`src/rtl/dio_map.svh`:
```
// constants of the dense i/o switch configuration block: offsets, fields, resets, times
// assumes: included by bare name from the package and dio_top; definitions only
`ifndef DIO_MAP_SVH
`define DIO_MAP_SVH

// ------------------------------------------------------------
// register byte offsets
// ------------------------------------------------------------
`define DIO_OFS_CFG      8'h00
`define DIO_OFS_OUTWORD  8'h04
`define DIO_OFS_INWORD   8'h08
`define DIO_OFS_STATUS   8'h0C

// ------------------------------------------------------------
// field positions and reset values
// ------------------------------------------------------------
`define DIO_CFG_BITS     10
`define DIO_CFG_RESET    10'h000
`define DIO_OUT_RESET    32'h0000_0000
`define DIO_PULSE_LO     24
`define DIO_PULSE_HI     31
`define DIO_MIX_IN_LO    16

// ------------------------------------------------------------
// timing: clock rate, times in microseconds
// ------------------------------------------------------------
`define DIO_CLK_KHZ      40000
`define DIO_RESP_SHORT_US 2500
`define DIO_RESP_LONG_US 15000
`define DIO_PW_SHORT_US  1000
`define DIO_PW_LONG_US   4000
// longest times round down, least times round up
`define DIO_MAX_CYC(us)  (((us) * `DIO_CLK_KHZ) / 1000)
`define DIO_MIN_CYC(us)  ((((us) * `DIO_CLK_KHZ) + 999) / 1000)

`endif

```
`src/rtl/dio_pkg.sv`:
```
// types of the dense i/o switch configuration block
// assumes: dio_map.svh sits beside it
`include "dio_map.svh"

package dio_pkg;

    // ------------------------------------------------------------
    // unit kinds
    // ------------------------------------------------------------
    typedef enum logic [1:0] {
        DIO_KIND_IN,     // 32 inputs
        DIO_KIND_OUT,    // 32 outputs
        DIO_KIND_MIX,    // 16 outputs plus 16 inputs
        DIO_KIND_NONE    // spare code, behaves as input unit without inputs
    } dio_kind_t;

    // switch settings as held in the configuration register
    typedef struct packed {
        dio_kind_t  kind;      // unit kind
        logic [2:0] spare;     // switch positions 6 to 8, no function
        logic       pos_logic; // dynamic output polarity
        logic       resp_long; // normal input response time selection
        logic       width_long;// pulse width selection
        logic       pulse_en;  // pulse capture selection
        logic       dyn;       // operation mode switch
    } dio_cfg_t;

endpackage

```
`src/rtl/dio_filter.sv`:
```
// one input filter: the output follows the raw input once it has differed for a given count
// assumes: raw input synchronous to the clock; limit at least one
`timescale 1ns/1ps
`default_nettype none

module dio_filter (
    input  wire logic        i_mclk,
    input  wire logic        i_rst,
    input  wire logic        i_raw,   // field level
    input  wire logic [19:0] i_limit, // cycles the level must differ
    output logic             o_level  // filtered level
);

    logic [19:0] cnt_q;   // cycles of disagreement so far
    logic [19:0] cnt_d;
    logic        lvl_q;   // accepted level
    logic        lvl_d;

    // ------------------------------------------------------------
    // next state: any return to the accepted level restarts the count
    // ------------------------------------------------------------
    always_comb begin
        cnt_d = 20'h00000;
        lvl_d = lvl_q;
        if (i_raw != lvl_q) begin
            if (cnt_q + 20'h00001 >= i_limit) begin
                lvl_d = i_raw;           // held long enough
            end else begin
                cnt_d = cnt_q + 20'h00001;
            end
        end
    end

    // registers only
    always_ff @(posedge i_mclk or posedge i_rst) begin
        if (i_rst) begin
            cnt_q <= 20'h00000;
            lvl_q <= 1'b0;
        end else begin
            cnt_q <= cnt_d;
            lvl_q <= lvl_d;
        end
    end

    assign o_level = lvl_q;

endmodule

`default_nettype wire

```
`src/rtl/dio_top.sv`:
```
// dense i/o unit: switch settings, static i/o words, input filters and pulse capture over apb
// assumes: field inputs synchronous to i_mclk; apb master keeps the request until pready
`timescale 1ns/1ps
`default_nettype none
`include "dio_map.svh"

module dio_top
    import dio_pkg::*;
#(
    parameter int RESP_SHORT_CYC = `DIO_MAX_CYC(`DIO_RESP_SHORT_US),
    parameter int RESP_LONG_CYC  = `DIO_MAX_CYC(`DIO_RESP_LONG_US),
    parameter int PW_SHORT_CYC   = `DIO_MIN_CYC(`DIO_PW_SHORT_US),
    parameter int PW_LONG_CYC    = `DIO_MIN_CYC(`DIO_PW_LONG_US)
) (
    input  wire logic        i_mclk,
    input  wire logic        i_rst,
    input  wire logic        i_psel,
    input  wire logic        i_penable,
    input  wire logic        i_pwrite,
    input  wire logic [7:0]  i_paddr,
    input  wire logic [31:0] i_pwdata,
    output logic [31:0]      o_prdata,
    output logic             o_pready,
    output logic             o_pslverr,
    input  wire logic [31:0] i_field_in,  // 15:0 first connector, 31:16 second_connector
    output logic [31:0]      o_field_out, // output terminals
    output logic             o_dyn_mode   // dynamic operation active
);

    // ------------------------------------------------------------
    // state
    // ------------------------------------------------------------
    dio_cfg_t    cfg_q,     cfg_d;      // switch settings
    logic [31:0] outword_q, outword_d;  // output word from the controller
    logic [31:0] latch_q,   latch_d;    // captured pulses
    logic [31:0] fout_q,    fout_d;     // driven field outputs
    logic [31:0] rdata_q,   rdata_d;
    logic        ready_q,   ready_d;
    logic        err_q,     err_d;
    logic        dyn_q,     dyn_d;
    logic [31:0] filt;                  // filter outputs, one per input
    logic [31:0] in_mask;               // inputs that exist in the current mode
    logic [31:0] pulse_mask;            // inputs acting as pulse capture
    logic [31:0] in_view;               // input word as read
    logic [19:0] lim_norm;              // normal response count
    logic [19:0] lim_pulse;             // pulse width count
    logic        dyn_eff;
    logic        pulse_act;
    logic        acc_done;              // apb transfer completes this edge
    logic        rd_in_clr;             // input word read completes

    // ------------------------------------------------------------
    // decode helpers
    // ------------------------------------------------------------
    function automatic logic hit(input logic [7:0] a, input logic [7:0] ofs);
        hit = (a == ofs);
    endfunction

    function automatic logic mapped(input logic [7:0] a);
        mapped = hit(a, `DIO_OFS_CFG) | hit(a, `DIO_OFS_OUTWORD) |
                 hit(a, `DIO_OFS_INWORD) | hit(a, `DIO_OFS_STATUS);
    endfunction

    // ------------------------------------------------------------
    // effective modes from the switches
    // ------------------------------------------------------------
    always_comb begin
        // dynamic operation exists only for output and mixed units
        dyn_eff   = cfg_q.dyn & ((cfg_q.kind == DIO_KIND_OUT) | (cfg_q.kind == DIO_KIND_MIX));
        // the mixed unit drops pulse capture once dynamic
        pulse_act = cfg_q.pulse_en & ((cfg_q.kind == DIO_KIND_IN) |
                    ((cfg_q.kind == DIO_KIND_MIX) & ~dyn_eff));
        pulse_mask = 32'h0000_0000;
        if (pulse_act) begin
            pulse_mask[`DIO_PULSE_HI:`DIO_PULSE_LO] = 8'hFF;
        end
        case (cfg_q.kind)
            DIO_KIND_IN:  in_mask = 32'hFFFF_FFFF;
            DIO_KIND_MIX: in_mask = dyn_eff ? 32'h0000_0000 : 32'hFFFF_0000;
            default:      in_mask = 32'h0000_0000;
        endcase
        lim_norm  = cfg_q.resp_long ? RESP_LONG_CYC[19:0] : RESP_SHORT_CYC[19:0];
        // width switch only matters where pulse inputs exist
        lim_pulse = (pulse_act & cfg_q.width_long) ? PW_LONG_CYC[19:0] : PW_SHORT_CYC[19:0];
    end

    // ------------------------------------------------------------
    // input filters: pulse lanes take the width count, the rest the response count
    // ------------------------------------------------------------
    for (genvar g = 0; g < 32; g++) begin : g_in
        dio_filter u_filt (
            .i_mclk  (i_mclk),
            .i_rst   (i_rst),
            .i_raw   (i_field_in[g]),
            .i_limit (pulse_mask[g] ? lim_pulse : lim_norm),
            .o_level (filt[g])
        );
    end

    // pulse lanes show the latch as well as the present level
    assign in_view = (filt | (latch_q & pulse_mask)) & in_mask;

    // ------------------------------------------------------------
    // apb decode
    // ------------------------------------------------------------
    assign acc_done  = i_psel & i_penable & ready_q;
    assign rd_in_clr = acc_done & ~i_pwrite & hit(i_paddr, `DIO_OFS_INWORD);

    // ------------------------------------------------------------
    // next values: registers, pulse latches, bus answer, outputs
    // ------------------------------------------------------------
    always_comb begin
        cfg_d     = cfg_q;
        outword_d = outword_q;
        // a read clears the latch, but a pulse seen now is kept: set wins
        latch_d   = (rd_in_clr ? 32'h0000_0000 : latch_q) | (filt & pulse_mask);
        if (!pulse_act) begin
            latch_d = 32'h0000_0000;
        end
        // one wait state, then ready for a single cycle
        ready_d = i_psel & i_penable & ~ready_q;
        err_d   = 1'b0;
        rdata_d = 32'h0000_0000;
        if (ready_d) begin
            err_d = ~mapped(i_paddr);
            if (!i_pwrite) begin
                if (hit(i_paddr, `DIO_OFS_CFG)) begin
                    rdata_d = {22'h000000, cfg_q};
                end else if (hit(i_paddr, `DIO_OFS_OUTWORD)) begin
                    rdata_d = outword_q;
                end else if (hit(i_paddr, `DIO_OFS_INWORD)) begin
                    rdata_d = in_view;
                end else if (hit(i_paddr, `DIO_OFS_STATUS)) begin
                    rdata_d = {29'h00000000, cfg_q.resp_long, pulse_act, dyn_eff};
                end
            end
        end
        // writes land on the edge where pready is sampled high
        if (acc_done && i_pwrite) begin
            if (hit(i_paddr, `DIO_OFS_CFG)) begin
                cfg_d = dio_cfg_t'(i_pwdata[`DIO_CFG_BITS-1:0]);
            end else if (hit(i_paddr, `DIO_OFS_OUTWORD)) begin
                outword_d = i_pwdata;
            end
        end
        // output terminals per unit kind and mode
        case (cfg_q.kind)
            DIO_KIND_OUT: begin
                if (dyn_eff) begin
                    // negative logic drives the inverted word
                    fout_d = cfg_q.pos_logic ? outword_q : ~outword_q;
                end else begin
                    fout_d = outword_q;
                end
            end
            DIO_KIND_MIX: begin
                // dynamic mixed masks all inputs and drives no outputs; polarity ignored
                fout_d = dyn_eff ? 32'h0000_0000 : {16'h0000, outword_q[15:0]};
            end
            default: begin
                fout_d = 32'h0000_0000;
            end
        endcase
        dyn_d = dyn_eff;
    end

    // ------------------------------------------------------------
    // registers only
    // ------------------------------------------------------------
    always_ff @(posedge i_mclk or posedge i_rst) begin
        if (i_rst) begin
            cfg_q     <= dio_cfg_t'(`DIO_CFG_RESET);
            outword_q <= `DIO_OUT_RESET;
            latch_q   <= 32'h0000_0000;
            fout_q    <= 32'h0000_0000;
            rdata_q   <= 32'h0000_0000;
            ready_q   <= 1'b0;
            err_q     <= 1'b0;
            dyn_q     <= 1'b0;
        end else begin
            cfg_q     <= cfg_d;
            outword_q <= outword_d;
            latch_q   <= latch_d;
            fout_q    <= fout_d;
            rdata_q   <= rdata_d;
            ready_q   <= ready_d;
            err_q     <= err_d;
            dyn_q     <= dyn_d;
        end
    end

    assign o_prdata    = rdata_q;
    assign o_pready    = ready_q;
    assign o_pslverr   = err_q;
    assign o_field_out = fout_q;
    assign o_dyn_mode  = dyn_q;
endmodule

`default_nettype wire

```
`config.mk`:
```
export PLATFORM = sky130hd
export DESIGN_NAME = dio_top
export DESIGN_NICKNAME = d
export VERILOG_FILES = /design/src/rtl/dio_pkg.sv /design/src/rtl/dio_filter.sv /design/src/rtl/dio_top.sv
export VERILOG_INCLUDE_DIRS = /design/src /design/src/rtl
export SDC_FILE = /design/constraint.sdc
export NUM_CORES = 2
export LEC_CHECK = 0
export ABC_AREA = 1
export CORE_ASPECT_RATIO = 0.6
export CORE_UTILIZATION = 45
export DETAILED_ROUTE_END_ITERATION = 10
export DONT_BUFFER_PORTS = 1
export PLACE_DENSITY = 0.62
export SETUP_SLACK_MARGIN = 0.3
export SYNTH_ARGS = -nofsm -noshare
export SYNTH_HDL_FRONTEND = slang
export SYNTH_SLANG_ARGS = --single-unit
```
`constraint.sdc`:
```
create_clock -name i_mclk -period 46.1 [get_ports i_mclk]
set_input_delay 2.305 -clock i_mclk [delete_from_list [all_inputs] [get_ports i_mclk]]
set_output_delay 2.305 -clock i_mclk [all_outputs]
set_load 0.01 [all_outputs]
```
==> impl_results.md <==
* Die Span Y at 260.0 microns
* IO Count at 144
* Worst-margin pin slew at 1219 ps
* Number of synthesized flops with an enable pin at 0
* Register bit total from synthesis at 789
* Worst path buffer plus inverter count at 3
* WHS Path Cells at 1
* IO Port Bufs at 0
* Power per cell area at 27.09 nW/um^2
* VDD IR-drop max at 0.00003241 V
* Via count at 42200
* Syn. warnings at 0
* Total track usage at 22.60%
* Placed Area at 51440 sq um
* Initial antenna violation count at 1
* Layout Cell Area excl Fill at 54320 sq um
* Final clock skew at 24.14 ps
* First-pass GRT wire length at 205600 microns
* Worst Path Arrival at 6120 ps
* Post-synthesis average cell area at 7.183 sq um
* Worst R2R Setup Slack at 40570 ps
* Post-synth ARST share at 100.0%
* Max-cap violations at 0
* Mapped Cells at 6948
* Crit share post-route at 11.99%
* Sequential area share after synthesis at 39.56%
* CTS tree: done
* Place WS at 40510 ps
* Max-slew headroom at 18.44%
* Post-cts resize count at 0
* Min Tclk post-route at 5530 ps
* Clock Latency Late Sink at 690 ps
* Syn_nets at 7293
* Clk Tree Root Cell: clkbuf_16
* Dpl cells at 8366
* Clk sinks at 789
* Fin. max-slew vios at 0
* Layout fillers at 10740
* Core area at 109700 sq um
* Crit. Startpoint: cfg_q[9]
* Status: completed
* Die area at 112300 sq um
* Row cnt at 94
* Max Fclk at 180.8 MHz
* Top FF cell, synth: dfrtp_1
* DR WL/cell at 14.82 microns
* Synth unique cells at 51
* First-pass detailed-route iteration total at 5
* ANT nets after route at 0
* # setup viols final at 0
* Syn-to-layout area delta at 8.829%
* Post-CTS Setup Bufs at 0
* Startpoint Class: flip-flop
* Top delay family on crit path: simple AND/OR/NAND/NOR gates
* HPWL Detailed at 92230 microns
* Non-Filler Instances at 8517
* Hold WS at 461.4 ps
* Setup TNS at 0 ps
* Setup ws final at 40570 ps
* Maximum clock path buffer count at 3
* Drt drc at 0
* Layout cells sized above 1 at 4.596%
* Worst-path cell chain: inv_1 > ha_1 > nand2_4 > nand2_4 > nand2_4 > nand2_2 > nand2_2 > nand2_1 > inv_1 > ha_1 > nand4_1 > nand2_1 > inv_1 > nand2_1 > a21oi_2 > nand3_1 > nor2_1
* Critical Setup Path Class: reg -> reg
* Slowest CP cell: ha_1
* P_leak at 26.33 nW
* GR Overflow Total at 0
* Hold_buf cts at 0
* CP Data Required Time at 46690 ps
* RSZ-0062 raised after global routing: false
* Avg Vias per Cell at 4.955
* Num CTS Buffers at 83
* Hold Path Class: reg -> reg
* DRT Wirelength at 126200 microns
* Final Hold Fails at 0
* Last element of the critical path: g_in[24].u_filt.cnt_q[8]
* Levels on crit path at 17
* Number of global-route vias before repair at 38540
* Clk slew on worst S/H paths at 60 ps
* Reg2reg path depth at 17
* Final Net Count at 7308
* Worst Path Max Fanout at 20
* H-tree depth at 3
* Pin count of the biggest net entering global routing at 109
* Mapped cell area at 49910 sq um
* Worst Setup End Kind: flip-flop
* GPL Wtd Cong at 0.9057
* Detailed Route Iter0 Violations at 3181
* CP peak stage delay at 770 ps
* Die X-Extent at 431.9 microns
* Initial core utilization at 45.48%
* R2R Path End: g_in[24].u_filt.cnt_q[8]
* R2r startpoint: cfg_q[9]
==> layer usage <==
layer  wire, microns  vias up  track usage [%]
li1                -    21850                -
met1           66530    19380            35.56
met2           50510      834            31.76
met3            6174      143            3.563
met4            2974        0            5.634
met5               0        -                0
==> cell usage after synthesis, types with 3 or more instances <==
cell type     n  area, sq um
o21ai_0      81        405.4
a22oi_1       3        22.52
nand4_2       4        50.05
buf_6        17        191.4
o22ai_1      13        81.33
ha_1        268         3353
clkbuf_1     28        105.1
nand3b_1     25        187.7
nand2_1    1878         7049
xor2_1      245         2146
a21o_1       17        127.6
or2_2        18        112.6
nand3_2      13        130.1
inv_1       958         3596
a31oi_1       4        25.02
buf_4        13        97.59
a21oi_1     108        540.5
nor3_2        5        50.05
and2_1       11        68.82
nand3_1     457         2287
xnor2_1     106        928.4
nor3b_1      19        142.6
nand2_2       9        56.30
nor4_1       14        87.58
nor3_1      140        700.7
nor2_2       42        262.8
inv_2         7        26.28
buf_2        36        180.2
dfrtp_1     789        19740
clkinv_1      3        11.26
nand2_4       5        56.30
o211ai_1      5        37.54
nand4_1     181         1132
o21bai_1     56        420.4
nor2_4        7        78.83
mux2_2       22        247.7
and3_1        7        43.79
a21oi_2       6        52.55
a31o_2        3        26.28
nor2_1     1308         4910
buf_1         4        15.01
==> worst min path at each step <==
stage	from	to	slack, ps
4_1_cts	g_in[24].u_filt.cnt_q[0]	g_in[24].u_filt.cnt_q[0]	470
3_3_place_gp	g_in[24].u_filt.cnt_q[0]	g_in[24].u_filt.cnt_q[0]	440
2_1_floorplan	g_in[27].u_filt.cnt_q[0]	g_in[27].u_filt.cnt_q[0]	420
5_1_grt	g_in[0].u_filt.cnt_q[0]	g_in[0].u_filt.cnt_q[0]	480
3_5_place_dp	g_in[24].u_filt.cnt_q[0]	g_in[24].u_filt.cnt_q[0]	450
6_report	g_in[5].u_filt.cnt_q[0]	g_in[5].u_filt.cnt_q[0]	460
==> metrics by stage <==
stage          util [%]  total power, W
3_3_place_gp      46.88       0.0007657
2_1_floorplan         -       0.0007547
3_5_place_dp      46.88       0.0007665
6_report          49.50        0.001471
4_1_cts           49.50        0.001493
5_1_grt           49.50        0.001528
==> worst reg2reg max path, cell delays in order (launching register included) <==
cell and delay, ps:
dfrtp_1 400, inv_1 100, ha_1 770, nand2_4 150
nand2_4 140, nand2_4 70, nand2_2 460, nand2_2 150
nand2_1 750, inv_1 540, ha_1 480, nand4_1 110
nand2_1 80, inv_1 60, nand2_1 60, a21oi_2 160
nand3_1 610, nor2_1 340
==> registers in the layout, summed over array words and instances (netlist names) <==
signal               cells
g_in.u_filt.cnt_q      640
g_in.u_filt.o_level     32
o_field_out             32
o_prdata                32
outword_q               32
cfg_q                   10
latch_q                  8
o_dyn_mode               1
o_pready                 1
o_pslverr                1
==> layout make-up <==
| cell class | instances | area (sq um) | area share [%] |
|---|---|---|---|
| multi-input cells | 5093 | 25970 | 47.82 |
| flip-flops and latches | 789 | 19750 | 36.35 |
| inverters | 968 | 3646 | 6.713 |
| clock buffers | 107 | 2350 | 4.326 |
| well taps | 1488 | 1862 | 3.428 |
| clock inverters | 43 | 525.5 | 0.9675 |
| repair buffers | 28 | 210.2 | 0.3870 |
| diodes | 1 | 2.502 | 0.004607 |
==> cells in the final DEF, fill, tap and decap left out, types with 14 or more instances in the layout <==
| master | n |
|---|---|
| clkinv_2 | 19 |
| o21bai_1 | 56 |
| xor2_1 | 245 |
| a21o_1 | 17 |
| ha_1 | 268 |
| buf_4 | 28 |
| clkbuf_8 | 14 |
| nand2_1 | 1877 |
| inv_1 | 956 |
| nor2_1 | 1305 |
| nand4_1 | 181 |
| xnor2_1 | 106 |
| nor3b_1 | 19 |
| nor2_2 | 44 |
| nand3b_1 | 25 |
| dfrtp_1 | 788 |
| or2_2 | 18 |
| clkbuf_16 | 85 |
| o21ai_0 | 81 |
| mux2_2 | 22 |
| a21oi_1 | 107 |
| nor3_1 | 140 |
| nand3_1 | 457 |
==> logic make-up after synthesis <==
| logic type | share of synthesized area (%) |
|---|---|
| AOI/OAI and AO/OA | 3.665 |
| xor gates and xnor gates | 6.160 |
| adders and majority gates | 6.719 |
| buffers and inverters | 8.461 |
| DFF | 39.56 |
| muxes | 0.4964 |
| and+or+nand+nor | 34.94 |
==> power by group <==
group	total [W]	leakage, nW	internal, W	switching, W
sequential	0.000707	10.8	0.000699	0.00000791
combinational	0.0000447	14.1	0.0000105	0.0000342
clock	0.000719	1.41	0.000417	0.000302
total	0.00147	26.3	0.00113	0.000344
(Power assumes the default switching activity.)
